===== src/logic/hms_params.svh =====
// Register map, field positions, reset values and method codes of the homing sequencer.
`ifndef HMS_PARAMS_SVH
`define HMS_PARAMS_SVH

// ----------------------------------------------------------------------
// Register byte offsets
// ----------------------------------------------------------------------
`define HMS_OFS_CTRL 8'h00
`define HMS_OFS_METHOD 8'h04
`define HMS_OFS_FAST_VEL 8'h08
`define HMS_OFS_SLOW_VEL 8'h0c
`define HMS_OFS_HOME_OFS 8'h10
`define HMS_OFS_RET_DIST 8'h14
`define HMS_OFS_STATUS 8'h18
`define HMS_OFS_HOME_POS 8'h1c

// ----------------------------------------------------------------------
// Field positions
// ----------------------------------------------------------------------
`define HMS_CTRL_START 0
`define HMS_CTRL_ABORT 1
`define HMS_CTRL_OFS_ZERO 2
`define HMS_STAT_BUSY 0
`define HMS_STAT_DONE 1
`define HMS_STAT_ERR 2
`define HMS_STAT_STATE_LSB 8

// ----------------------------------------------------------------------
// Reset values
// ----------------------------------------------------------------------
`define HMS_RST_METHOD 8'h00
`define HMS_RST_FAST_VEL 32'h0001_0000
`define HMS_RST_SLOW_VEL 32'h0000_3334
`define HMS_RST_HOME_OFS 32'h0000_0000
`define HMS_RST_RET_DIST 32'h0000_0000

// ----------------------------------------------------------------------
// Method codes (two's complement, 8 bits)
// ----------------------------------------------------------------------
`define HMS_M_SW_R_RIDX 8'h0b
`define HMS_M_SW_R_LIDX 8'h0c
`define HMS_M_SW_L_RIDX 8'h0d
`define HMS_M_SW_L_LIDX 8'h0e
`define HMS_M_IDX_NEG 8'h21
`define HMS_M_IDX_POS 8'h22
`define HMS_M_CUR_POS 8'h25
`define HMS_M_HS_NEG_IDX 8'hff
`define HMS_M_HS_POS_IDX 8'hfe
`define HMS_M_ABS_ENC 8'hfd
`define HMS_M_HS_POS_RET 8'hfc
`define HMS_M_HS_NEG_RET 8'hfb

`endif


===== src/logic/hms_pkg.sv =====
// Types shared by the homing sequencer modules.
package hms_pkg;

  typedef enum logic [2:0] {
    HMS_FK_NONE = 3'h0,
    HMS_FK_SW_SET = 3'h1,
    HMS_FK_SW_CLEAR = 3'h2,
    HMS_FK_SW_FALL = 3'h3,
    HMS_FK_HSTOP = 3'h4
  } hms_fast_kind_e;

  typedef enum logic [1:0] {
    HMS_SK_NONE = 2'h0,
    HMS_SK_INDEX = 2'h1,
    HMS_SK_RETURN = 2'h2
  } hms_slow_kind_e;

  typedef struct packed {
    logic valid;
    logic needs_abs;
    logic no_motion;
    logic force_zero;
    hms_fast_kind_e fast_kind;
    logic fast_pos;
    hms_slow_kind_e slow_kind;
    logic slow_pos;
  } hms_plan_s;

  typedef enum logic [4:0] {
    HMS_ST_IDLE = 5'b00001,
    HMS_ST_FAST = 5'b00010,
    HMS_ST_TURN = 5'b00100,
    HMS_ST_SLOW = 5'b01000,
    HMS_ST_FIN = 5'b10000
  } hms_state_e;

endpackage


===== src/logic/hms_dec_if.sv =====
// Carrier between the sequencer core and its method decoder.
`timescale 1ns/1ps
interface hms_dec_if;
  import hms_pkg::*;
  logic [7:0] method;
  logic in_sw;
  hms_plan_s plan;
  modport dec (input method, input in_sw, output plan);
  modport core (output method, output in_sw, input plan);
endinterface


===== src/logic/hms_method_dec.sv =====
// Method decoder: turns a method code into a phase plan.
`timescale 1ns/1ps
`include "hms_params.svh"
module hms_method_dec
  import hms_pkg::*;
(
  // Decoder carrier
  hms_dec_if.dec d
);

  function automatic hms_plan_s plan_of(input logic [7:0] m, input logic sw);
    hms_plan_s p;
    p = '{valid: 1'b1, needs_abs: 1'b0, no_motion: 1'b0, force_zero: 1'b0,
          fast_kind: HMS_FK_NONE, fast_pos: 1'b0, slow_kind: HMS_SK_INDEX,
          slow_pos: 1'b0};
    case (m)
      `HMS_M_SW_R_RIDX: begin
        p.fast_kind = sw ? HMS_FK_SW_CLEAR : HMS_FK_SW_SET;
        p.fast_pos = sw;
        p.slow_pos = 1'b1;
      end
      `HMS_M_SW_R_LIDX: begin
        p.fast_kind = HMS_FK_SW_SET;
      end
      `HMS_M_SW_L_RIDX: begin
        p.fast_kind = HMS_FK_SW_FALL;
        p.slow_pos = 1'b1;
      end
      `HMS_M_SW_L_LIDX: begin
        p.fast_kind = HMS_FK_SW_FALL;
      end
      `HMS_M_IDX_NEG: begin
        p.slow_pos = 1'b0;
      end
      `HMS_M_IDX_POS: begin
        p.slow_pos = 1'b1;
      end
      `HMS_M_CUR_POS: begin
        p.no_motion = 1'b1;
        p.slow_kind = HMS_SK_NONE;
      end
      `HMS_M_HS_NEG_IDX: begin
        p.fast_kind = HMS_FK_HSTOP;
        p.slow_pos = 1'b1;
      end
      `HMS_M_HS_POS_IDX: begin
        p.fast_kind = HMS_FK_HSTOP;
        p.fast_pos = 1'b1;
      end
      `HMS_M_ABS_ENC: begin
        p.no_motion = 1'b1;
        p.needs_abs = 1'b1;
        p.slow_kind = HMS_SK_NONE;
      end
      `HMS_M_HS_POS_RET: begin
        p.fast_kind = HMS_FK_HSTOP;
        p.fast_pos = 1'b1;
        p.slow_kind = HMS_SK_RETURN;
        p.force_zero = 1'b1;
      end
      `HMS_M_HS_NEG_RET: begin
        p.fast_kind = HMS_FK_HSTOP;
        p.slow_kind = HMS_SK_RETURN;
        p.slow_pos = 1'b1;
        p.force_zero = 1'b1;
      end
      default: begin
        p.valid = 1'b0;
        p.slow_kind = HMS_SK_NONE;
      end
    endcase
    return p;
  endfunction

  assign d.plan = plan_of(d.method, d.in_sw);

endmodule


===== src/logic/hms_top.sv =====
// Homing sequencer: AHB-Lite register slave and phase state machine.
`timescale 1ns/1ps
`include "hms_params.svh"
module hms_top
  import hms_pkg::*;
(
  // Clock and reset
  input wire logic core_clk,
  input wire logic resetn,
  // AHB-Lite slave
  input wire logic hsel,
  input wire logic [31:0] haddr,
  input wire logic [1:0] htrans,
  input wire logic hwrite,
  input wire logic [2:0] hsize,
  input wire logic [31:0] hwdata,
  input wire logic hready,
  output logic [31:0] hrdata,
  output logic hreadyout,
  output logic hresp,
  // Axis sensors
  input wire logic [31:0] act_pos,
  input wire logic home_sw,
  input wire logic index_pulse,
  input wire logic hard_stop,
  input wire logic abs_enc_fitted,
  // Motion command
  output logic mot_run,
  output logic mot_pos_dir,
  output logic [31:0] mot_speed,
  output logic pos_set,
  output logic [31:0] pos_set_val,
  output logic homing_busy
);

  // ----------------------------------------------------------------------
  // AHB address phase capture
  // ----------------------------------------------------------------------
  logic wr_pend_q;
  logic [7:0] wr_addr_q;
  logic [31:0] rdata_q;
  wire addr_ok = hsel && hready && htrans[1];
  wire [7:0] a_ofs = {haddr[7:2], 2'b00};
  wire in_map = (haddr[31:8] == 24'h00_0000) && (haddr[7:5] == 3'h0);

  // ----------------------------------------------------------------------
  // Registers
  // ----------------------------------------------------------------------
  logic [7:0] method_q;
  logic [31:0] fast_vel_q;
  logic [31:0] slow_vel_q;
  logic [31:0] home_ofs_q;
  logic [31:0] ret_dist_q;
  logic ofs_zero_q;
  logic done_q;
  logic err_q;
  logic [31:0] home_pos_q;

  function automatic logic wr_hit(input logic pend, input logic [7:0] a, input logic [7:0] o);
    return pend && (a == o);
  endfunction

  wire wr_ctrl = wr_hit(wr_pend_q, wr_addr_q, `HMS_OFS_CTRL);
  wire wr_status = wr_hit(wr_pend_q, wr_addr_q, `HMS_OFS_STATUS);
  wire start_req = wr_ctrl && hwdata[`HMS_CTRL_START];
  wire abort_req = wr_ctrl && hwdata[`HMS_CTRL_ABORT];

  // ----------------------------------------------------------------------
  // Sequencer state
  // ----------------------------------------------------------------------
  hms_state_e state_q;
  hms_state_e state_d;
  hms_plan_s plan_q;
  logic sw_q;
  logic evt_q;
  logic [31:0] ret_start_q;
  logic run_q;
  logic dir_q;
  logic [31:0] speed_q;
  logic pos_set_q;
  logic [31:0] pos_val_q;
  logic done_set;
  logic err_set;

  hms_dec_if dec_bus ();
  assign dec_bus.method = method_q;
  assign dec_bus.in_sw = home_sw;

  hms_method_dec u_dec (
    .d(dec_bus)
  );

  hms_plan_s new_plan;
  assign new_plan = dec_bus.plan;

  // A method that needs an absolute encoder is refused when none is fitted.
  // encoder check
  wire plan_ok = new_plan.valid && (!new_plan.needs_abs || abs_enc_fitted);

  // Qualifying events of the fast phase; switch falling edge uses last sample.
  wire sw_fall = sw_q && !home_sw;
  logic fast_evt;
  always_comb begin
    case (plan_q.fast_kind)
      HMS_FK_SW_SET: fast_evt = home_sw;
      HMS_FK_SW_CLEAR: fast_evt = !home_sw;
      HMS_FK_SW_FALL: fast_evt = sw_fall;
      HMS_FK_HSTOP: fast_evt = hard_stop;
      default: fast_evt = 1'b1;
    endcase
  end

  // Distance travelled since the hard stop, as a magnitude.
  wire [31:0] trav = act_pos - ret_start_q;
  wire [31:0] trav_abs = trav[31] ? (32'h0 - trav) : trav;
  wire ret_reached = trav_abs >= ret_dist_q;
  logic slow_evt;
  always_comb begin
    case (plan_q.slow_kind)
      HMS_SK_INDEX: slow_evt = index_pulse;
      HMS_SK_RETURN: slow_evt = ret_reached;
      default: slow_evt = 1'b1;
    endcase
  end

  wire [31:0] home_val = (plan_q.force_zero || ofs_zero_q) ? 32'h0 : home_ofs_q;

  // ----------------------------------------------------------------------
  // Next state
  // ----------------------------------------------------------------------
  always_comb begin
    state_d = state_q;
    done_set = 1'b0;
    err_set = 1'b0;
    case (state_q)
      HMS_ST_IDLE: begin
        if (start_req) begin
          if (!plan_ok) begin
            err_set = 1'b1;
          end else if (new_plan.no_motion) begin
            done_set = 1'b1;
          end else if (new_plan.fast_kind == HMS_FK_NONE) begin
            state_d = HMS_ST_SLOW;
          end else begin
            state_d = HMS_ST_FAST;
          end
        end
      end
      HMS_ST_FAST: begin
        if (abort_req) begin
          state_d = HMS_ST_IDLE;
          err_set = 1'b1;
        end else if (fast_evt) begin
          state_d = HMS_ST_TURN;
        end
      end
      HMS_ST_TURN: begin
        if (abort_req) begin
          state_d = HMS_ST_IDLE;
          err_set = 1'b1;
        end else if (evt_q) begin
          state_d = HMS_ST_SLOW;
        end
      end
      HMS_ST_SLOW: begin
        if (abort_req) begin
          state_d = HMS_ST_IDLE;
          err_set = 1'b1;
        end else if (slow_evt) begin
          state_d = HMS_ST_FIN;
        end
      end
      HMS_ST_FIN: begin
        state_d = HMS_ST_IDLE;
        done_set = 1'b1;
      end
      default: state_d = HMS_ST_IDLE;
    endcase
  end

  // ----------------------------------------------------------------------
  // Sequencer registers
  // ----------------------------------------------------------------------
  always_ff @(posedge core_clk or negedge resetn) begin
    if (!resetn) begin
      state_q <= HMS_ST_IDLE;
      sw_q <= 1'b0;
    end else begin
      state_q <= state_d;
      sw_q <= home_sw;
    end
  end

  // The plan is frozen at start so a register write mid-run cannot change it.
  always_ff @(posedge core_clk or negedge resetn) begin
    if (!resetn) begin
      plan_q <= '0;
    end else if (state_q == HMS_ST_IDLE && start_req) begin
      plan_q <= new_plan;
    end
  end

  always_ff @(posedge core_clk or negedge resetn) begin
    if (!resetn) begin
      evt_q <= 1'b0;
      ret_start_q <= 32'h0;
    end else if (state_q == HMS_ST_FAST && fast_evt) begin
      evt_q <= 1'b1;
      ret_start_q <= act_pos;
    end else if (state_q == HMS_ST_IDLE) begin
      evt_q <= 1'b0;
    end
  end

  // Motion command: fast phase uses faster speed, slow phase the slower one.
  // two velocities used
  always_ff @(posedge core_clk or negedge resetn) begin
    if (!resetn) begin
      run_q <= 1'b0;
      dir_q <= 1'b0;
      speed_q <= 32'h0;
    end else begin
      run_q <= (state_d == HMS_ST_FAST) || (state_d == HMS_ST_SLOW);
      if (state_d == HMS_ST_FAST) begin
        dir_q <= (state_q == HMS_ST_IDLE) ? new_plan.fast_pos : plan_q.fast_pos;
        speed_q <= fast_vel_q;
      end else if (state_d == HMS_ST_SLOW) begin
        dir_q <= (state_q == HMS_ST_IDLE) ? new_plan.slow_pos : plan_q.slow_pos;
        speed_q <= slow_vel_q;
      end else begin
        speed_q <= 32'h0;
      end
    end
  end

  always_ff @(posedge core_clk or negedge resetn) begin
    if (!resetn) begin
      pos_set_q <= 1'b0;
      pos_val_q <= 32'h0;
      home_pos_q <= 32'h0;
    end else begin
      pos_set_q <= (state_q == HMS_ST_FIN);
      if (state_q == HMS_ST_FIN) begin
        pos_val_q <= home_val;
        home_pos_q <= home_val;
      end else if (state_q == HMS_ST_IDLE && start_req && plan_ok && new_plan.no_motion) begin
        home_pos_q <= act_pos;
      end
    end
  end

  // ----------------------------------------------------------------------
  // Register writes
  // ----------------------------------------------------------------------
  always_ff @(posedge core_clk or negedge resetn) begin
    if (!resetn) begin
      wr_pend_q <= 1'b0;
      wr_addr_q <= 8'h00;
    end else begin
      wr_pend_q <= addr_ok && hwrite && in_map;
      wr_addr_q <= a_ofs;
    end
  end

  always_ff @(posedge core_clk or negedge resetn) begin
    if (!resetn) begin
      method_q <= `HMS_RST_METHOD;
      fast_vel_q <= `HMS_RST_FAST_VEL;
      slow_vel_q <= `HMS_RST_SLOW_VEL;
      home_ofs_q <= `HMS_RST_HOME_OFS;
      ret_dist_q <= `HMS_RST_RET_DIST;
      ofs_zero_q <= 1'b0;
    end else begin
      if (wr_ctrl) begin
        ofs_zero_q <= hwdata[`HMS_CTRL_OFS_ZERO];
      end
      if (wr_hit(wr_pend_q, wr_addr_q, `HMS_OFS_METHOD)) begin
        method_q <= hwdata[7:0];
      end
      if (wr_hit(wr_pend_q, wr_addr_q, `HMS_OFS_FAST_VEL)) begin
        fast_vel_q <= hwdata;
      end
      if (wr_hit(wr_pend_q, wr_addr_q, `HMS_OFS_SLOW_VEL)) begin
        slow_vel_q <= hwdata;
      end
      if (wr_hit(wr_pend_q, wr_addr_q, `HMS_OFS_HOME_OFS)) begin
        home_ofs_q <= hwdata;
      end
      if (wr_hit(wr_pend_q, wr_addr_q, `HMS_OFS_RET_DIST)) begin
        ret_dist_q <= hwdata;
      end
    end
  end

  // Sticky flags: a new event in the clearing cycle wins over the clear.
  always_ff @(posedge core_clk or negedge resetn) begin
    if (!resetn) begin
      done_q <= 1'b0;
      err_q <= 1'b0;
    end else begin
      done_q <= done_set || (done_q && !(wr_status && hwdata[`HMS_STAT_DONE]));
      err_q <= err_set || (err_q && !(wr_status && hwdata[`HMS_STAT_ERR]));
    end
  end

  // ----------------------------------------------------------------------
  // Read data, captured in the address phase so no wait state is needed
  // ----------------------------------------------------------------------
  wire [31:0] status_word = {19'h0, state_q, 5'h0, err_q, done_q, (state_q != HMS_ST_IDLE)};
  logic [31:0] rd_mux;
  always_comb begin
    case (a_ofs)
      `HMS_OFS_CTRL: rd_mux = {29'h0, ofs_zero_q, 2'b00};
      `HMS_OFS_METHOD: rd_mux = {24'h0, method_q};
      `HMS_OFS_FAST_VEL: rd_mux = fast_vel_q;
      `HMS_OFS_SLOW_VEL: rd_mux = slow_vel_q;
      `HMS_OFS_HOME_OFS: rd_mux = home_ofs_q;
      `HMS_OFS_RET_DIST: rd_mux = ret_dist_q;
      `HMS_OFS_STATUS: rd_mux = status_word;
      `HMS_OFS_HOME_POS: rd_mux = home_pos_q;
      default: rd_mux = 32'h0;
    endcase
  end

  always_ff @(posedge core_clk or negedge resetn) begin
    if (!resetn) begin
      rdata_q <= 32'h0;
    end else if (addr_ok && !hwrite) begin
      rdata_q <= in_map ? rd_mux : 32'h0;
    end
  end

  // ----------------------------------------------------------------------
  // Outputs
  // ----------------------------------------------------------------------
  assign hrdata = rdata_q;
  assign hreadyout = 1'b1;
  assign hresp = 1'b0;
  assign mot_run = run_q;
  assign mot_pos_dir = dir_q;
  assign mot_speed = speed_q;
  assign pos_set = pos_set_q;
  assign pos_set_val = pos_val_q;
  assign homing_busy = (state_q != HMS_ST_IDLE);

endmodule


===== config.mk =====
export PLATFORM = sky130hd
export DESIGN_NAME = hms_top
export DESIGN_NICKNAME = d
export VERILOG_FILES = /design/src/logic/hms_pkg.sv /design/src/logic/hms_dec_if.sv /design/src/logic/hms_method_dec.sv /design/src/logic/hms_top.sv
export VERILOG_INCLUDE_DIRS = /design/src /design/src/logic
export SDC_FILE = /design/constraint.sdc
export NUM_CORES = 1
export LEC_CHECK = 0
export BUFFER_PORTS_ARGS = -buffer_cell sky130_fd_sc_hd__buf_4
export CAP_MARGIN = 10
export CORE_MARGIN = 3
export CORE_UTILIZATION = 25
export CTS_BUF_LIST = sky130_fd_sc_hd__clkbuf_16
export DETAILED_ROUTE_END_ITERATION = 8
export PLACE_DENSITY = 0.45
export SYNTH_ARGS = -nofsm -noshare
export SYNTH_HDL_FRONTEND = slang
export SYNTH_HIERARCHICAL = 1
export SYNTH_SLANG_ARGS = --single-unit

===== constraint.sdc =====
create_clock -name core_clk -period 6.6 [get_ports core_clk]
set_clock_uncertainty 0.15 [all_clocks]
set_input_delay 0.99 -clock core_clk [delete_from_list [all_inputs] [get_ports core_clk]]
set_output_delay 0.99 -clock core_clk [all_outputs]
set_load 0.1 [all_outputs]

==> impl_metrics.env <==
export IMPL_outcome="finished clean"
export IMPL_ir_worst_vdd_mv=0.140
export IMPL_synth_edf_count=0
export IMPL_whs_ns=0.326
export IMPL_grt_max_degree=165
export IMPL_synthCells=1714
export IMPL_root_buffer="clkbuf_16"
export IMPL_drive_above_1_share=0.304
export IMPL_cts_sinks=324
export IMPL_first_pass_iters=5
export IMPL_grt_overflow_total=0
export IMPL_clock_latency_ns=0.56
export IMPL_synth_ff_latch_count=324
export IMPL_fin_nets=2184
export IMPL_htreeDepth=2
export IMPL_ys_types=88
export IMPL_rows=95
export IMPL_drv_cap=0
export IMPL_fin_crit_ns=6.31
export IMPL_layout_cells_non_filler=2910
export IMPL_ys_seq_area_frac=0.471
export IMPL_place_inst=2833
export IMPL_rsz0062_at_grt="false"
export IMPL_finalPower_uw=5030
export IMPL_fp_dieH_microns=269
export IMPL_core_area_sq_mm=0.0678
export IMPL_vias_per_cell=4.83
export IMPL_cp_end_kind="register"
export IMPL_drt_total_wl_mm=59.1
export IMPL_avgSynthCellArea_sq_um=10.1
export IMPL_crit_arrival_ns=6.60
export IMPL_track_usage=0.160
export IMPL_grt_pass1_vias=14400
export IMPL_drc_errors=0
export IMPL_critPathLaunchType="primary input"
export IMPL_worst_slew_pin_slew_ns=1.14
export IMPL_cts_tree="yes"
export IMPL_die_x_microns=269
export IMPL_start_util=0.254
export IMPL_drt_iter0_drc=773
export IMPL_syn_nets=1891
export IMPL_setup_tns_ns=0
export IMPL_stdcell_area_sq_mm=0.0219
export IMPL_synthesis_area_sq_mm=0.0172
export IMPL_async_flop_share=1.00
export IMPL_setup_viol=0
export IMPL_reg2reg_slack_ns=0.53
export IMPL_hold_path_class="in2async"
export IMPL_wl_per_cell_microns=20.3
export IMPL_syn_to_final_growth_pct=27.0
export IMPL_cts_buffer_depth=3
export IMPL_io_buffers=203
export IMPL_finalCritPeriodShare=0.956
export IMPL_ant_nets=0
export IMPL_antenna_found_initial=2
export IMPL_finalMaxSlewViolations=0
export IMPL_crit_required_ns=6.89
export IMPL_pin_count=212
export IMPL_grt_first_pass_wirelength_mm=88.3
export IMPL_cts_buffers=38
export IMPL_gp_congestion=0.858
export IMPL_worst_setup_path_type="in2reg"
export IMPL_slew_headroom=0.241
export IMPL_leakage_uw=0.0102
export IMPL_crit_fanout=6
export IMPL_fmax_ghz=0.159
export IMPL_yosys_warnings=6
export IMPL_clkTransAtPathRegs_ns=0.06
export IMPL_die_area_sq_mm=0.0721
export IMPL_hold_viol=0
export IMPL_dp_final_hpwl_mm=43.7
export IMPL_cellPowerDensity_mw_per_mm2=230
export IMPL_synthFlopType="dfrtp_1"
export IMPL_via_count=14000
export IMPL_placement_cell_area_sq_mm=0.0205
==> cells in the mapped netlist, types with 20 or more instances <==
| cell type | number | area share |
|---|---|---|
| mux2_2 | 144 | 0.094 |
| inv_1 | 77 | 0.017 |
| nand2_1 | 247 | 0.054 |
| a22o_1 | 37 | 0.019 |
| xnor2_1 | 36 | 0.018 |
| dfrtp_1 | 315 | 0.46 |
| a22oi_1 | 26 | 0.011 |
| a21oi_1 | 87 | 0.025 |
| clkbuf_1 | 58 | 0.013 |
| nor3_1 | 32 | 0.0093 |
| a21o_1 | 26 | 0.011 |
| ha_1 | 66 | 0.048 |
| a221oi_1 | 31 | 0.016 |
| nor2_1 | 102 | 0.022 |
| xor2_1 | 20 | 0.010 |
| o21ai_0 | 137 | 0.040 |
==> critical path, stage by stage <==
cell,delay (ns)
buf_4,0.12
inv_1,0.07
ha_2,0.18
inv_1,0.06
fa_2,0.42
a211oi_4,0.34
nor2_4,0.08
a2111oi_4,0.43
or3_4,0.23
nand2_4,0.06
xor2_2,0.15
or4_4,0.49
buf_4,0.16
nor4_2,0.30
buf_4,0.17
a31oi_1,0.08
xor2_1,0.17
ha_1,0.31
nand4_1,0.08
nor2_1,0.19
o21ai_0,0.12
nor2_1,0.14
o41ai_2,0.10
buf_4,0.17
a31o_2,0.26
a21o_4,0.26
buf_6,0.16
or2_2,0.28
==> final timing paths <==
path                                             start                           to  depth (start not counted)
min reg2reg                pos_set_val[26]$_DFFE_PN0P_  pos_set_val[26]$_DFFE_PN0P_                          2
min                                             resetn   pos_set_val[2]$_DFFE_PN0P_                          1
min in group core_clk      pos_set_val[26]$_DFFE_PN0P_  pos_set_val[26]$_DFFE_PN0P_                          2
max                                         act_pos[0]            mot_run$_DFF_PN0_                         28
max reg2reg                 ret_start_q[1]$_DFFE_PN0P_      mot_speed[16]$_DFF_PN0_                         26
max in group asynchronous                       resetn    home_pos_q[1]$_DFFE_PN0P_                          2
==> through the flow <==
step / worst slack (ns) / utilization
after CTS: 0.101 / 0.321
final: 0.292 / 0.323
after detailed placement: -0.565 / 0.303
after global routing: 0.0211 / 0.323
after global placement: -0.528 / 0.303
after floorplan: 0.0743 / -
==> registers in the layout, indices dropped and copies added (netlist names) <==
| signal | count |
|---|---|
| mot_run | 1 |
| pos_set | 1 |
| wr_pend_q | 1 |
| sw_q | 1 |
| done_q | 1 |
| evt_q | 1 |
| fast_vel_q | 32 |
| home_ofs_q | 32 |
| home_pos_q | 32 |
| mot_speed | 32 |
| ret_start_q | 32 |
| hrdata | 32 |
| dec_bus.method | 8 |
| ofs_zero_q | 1 |
| ret_dist_q | 32 |
| slow_vel_q | 32 |
| pos_set_val | 32 |
| wr_addr_q | 6 |
| state_q | 5 |
| mot_pos_dir | 1 |
| plan_q | 8 |
| err_q | 1 |
==> kinds of logic after synthesis <==
logic type | Yosys count | share of synthesized area
compound gates | 429 | 0.165
xor+xnor | 59 | 0.0313
fa+ha+maj | 67 | 0.0491
buf+inv | 166 | 0.0397
flops | 324 | 0.471
mux | 159 | 0.108
other cells | 2 | 0.000436
simple gates | 508 | 0.135
==> layout by cell type (no fill, tap or decap), drive strengths merged, types with 5 or more instances in the layout <==
master / n
clkbuf: 40
mux4: 7
xnor2: 37
o211ai: 7
nor4: 13
nand2b: 9
o21a: 10
dfstp: 9
a21o: 26
nand2: 249
or2: 14
mux2: 144
nand3b: 7
inv: 92
a21oi: 91
a221oi: 31
a211oi: 8
nor2: 103
nand3: 18
and2: 7
o32ai: 5
a22o: 37
mux2i: 8
nor3: 33
nor2b: 8
a22oi: 26
clkinv: 13
dfrtp: 315
buf: 340
xor2: 22
nand4: 16
or3: 9
a31o: 5
o21ai: 146
ha: 66
a31oi: 9
and3: 8
==> routing by layer <==
layer	track usage	vias to the layer above	wire (microns)
met1	0.221	6954	27500
li1	-	6697	-
met4	0.0459	0	1300
met5	0	-	0
met3	0.0263	66	2860
met2	0.260	324	27500
==> repair_timing <==
item                                    in CTS  in global routing
hold buffers                                 0                  0
setup buffers                                0                  4
pin swaps                                    0                 14
endpoints found under the setup margin      12                 34
gates resized for setup                      1                 16
gates cloned                                 0                  3
==> cell type report <==
class / instances / area (sq um)
well taps: 873 / 1090
diodes: 1 / 2.50
flip-flops and latches: 324 / 8120
inverters: 77 / 289
clock buffers: 38 / 951
multi-input cells: 1224 / 8550
fillers: 7023 / 45900
repair buffers: 342 / 2660
clock inverters: 31 / 218
==> power by group <==
part           switching (uW)  leakage (uW)  internal, uW
registers                45.5       0.00393          2040
logic                     533       0.00565           398
clock network             876      0.000616          1130
Power figures use the tool's default switching activity.
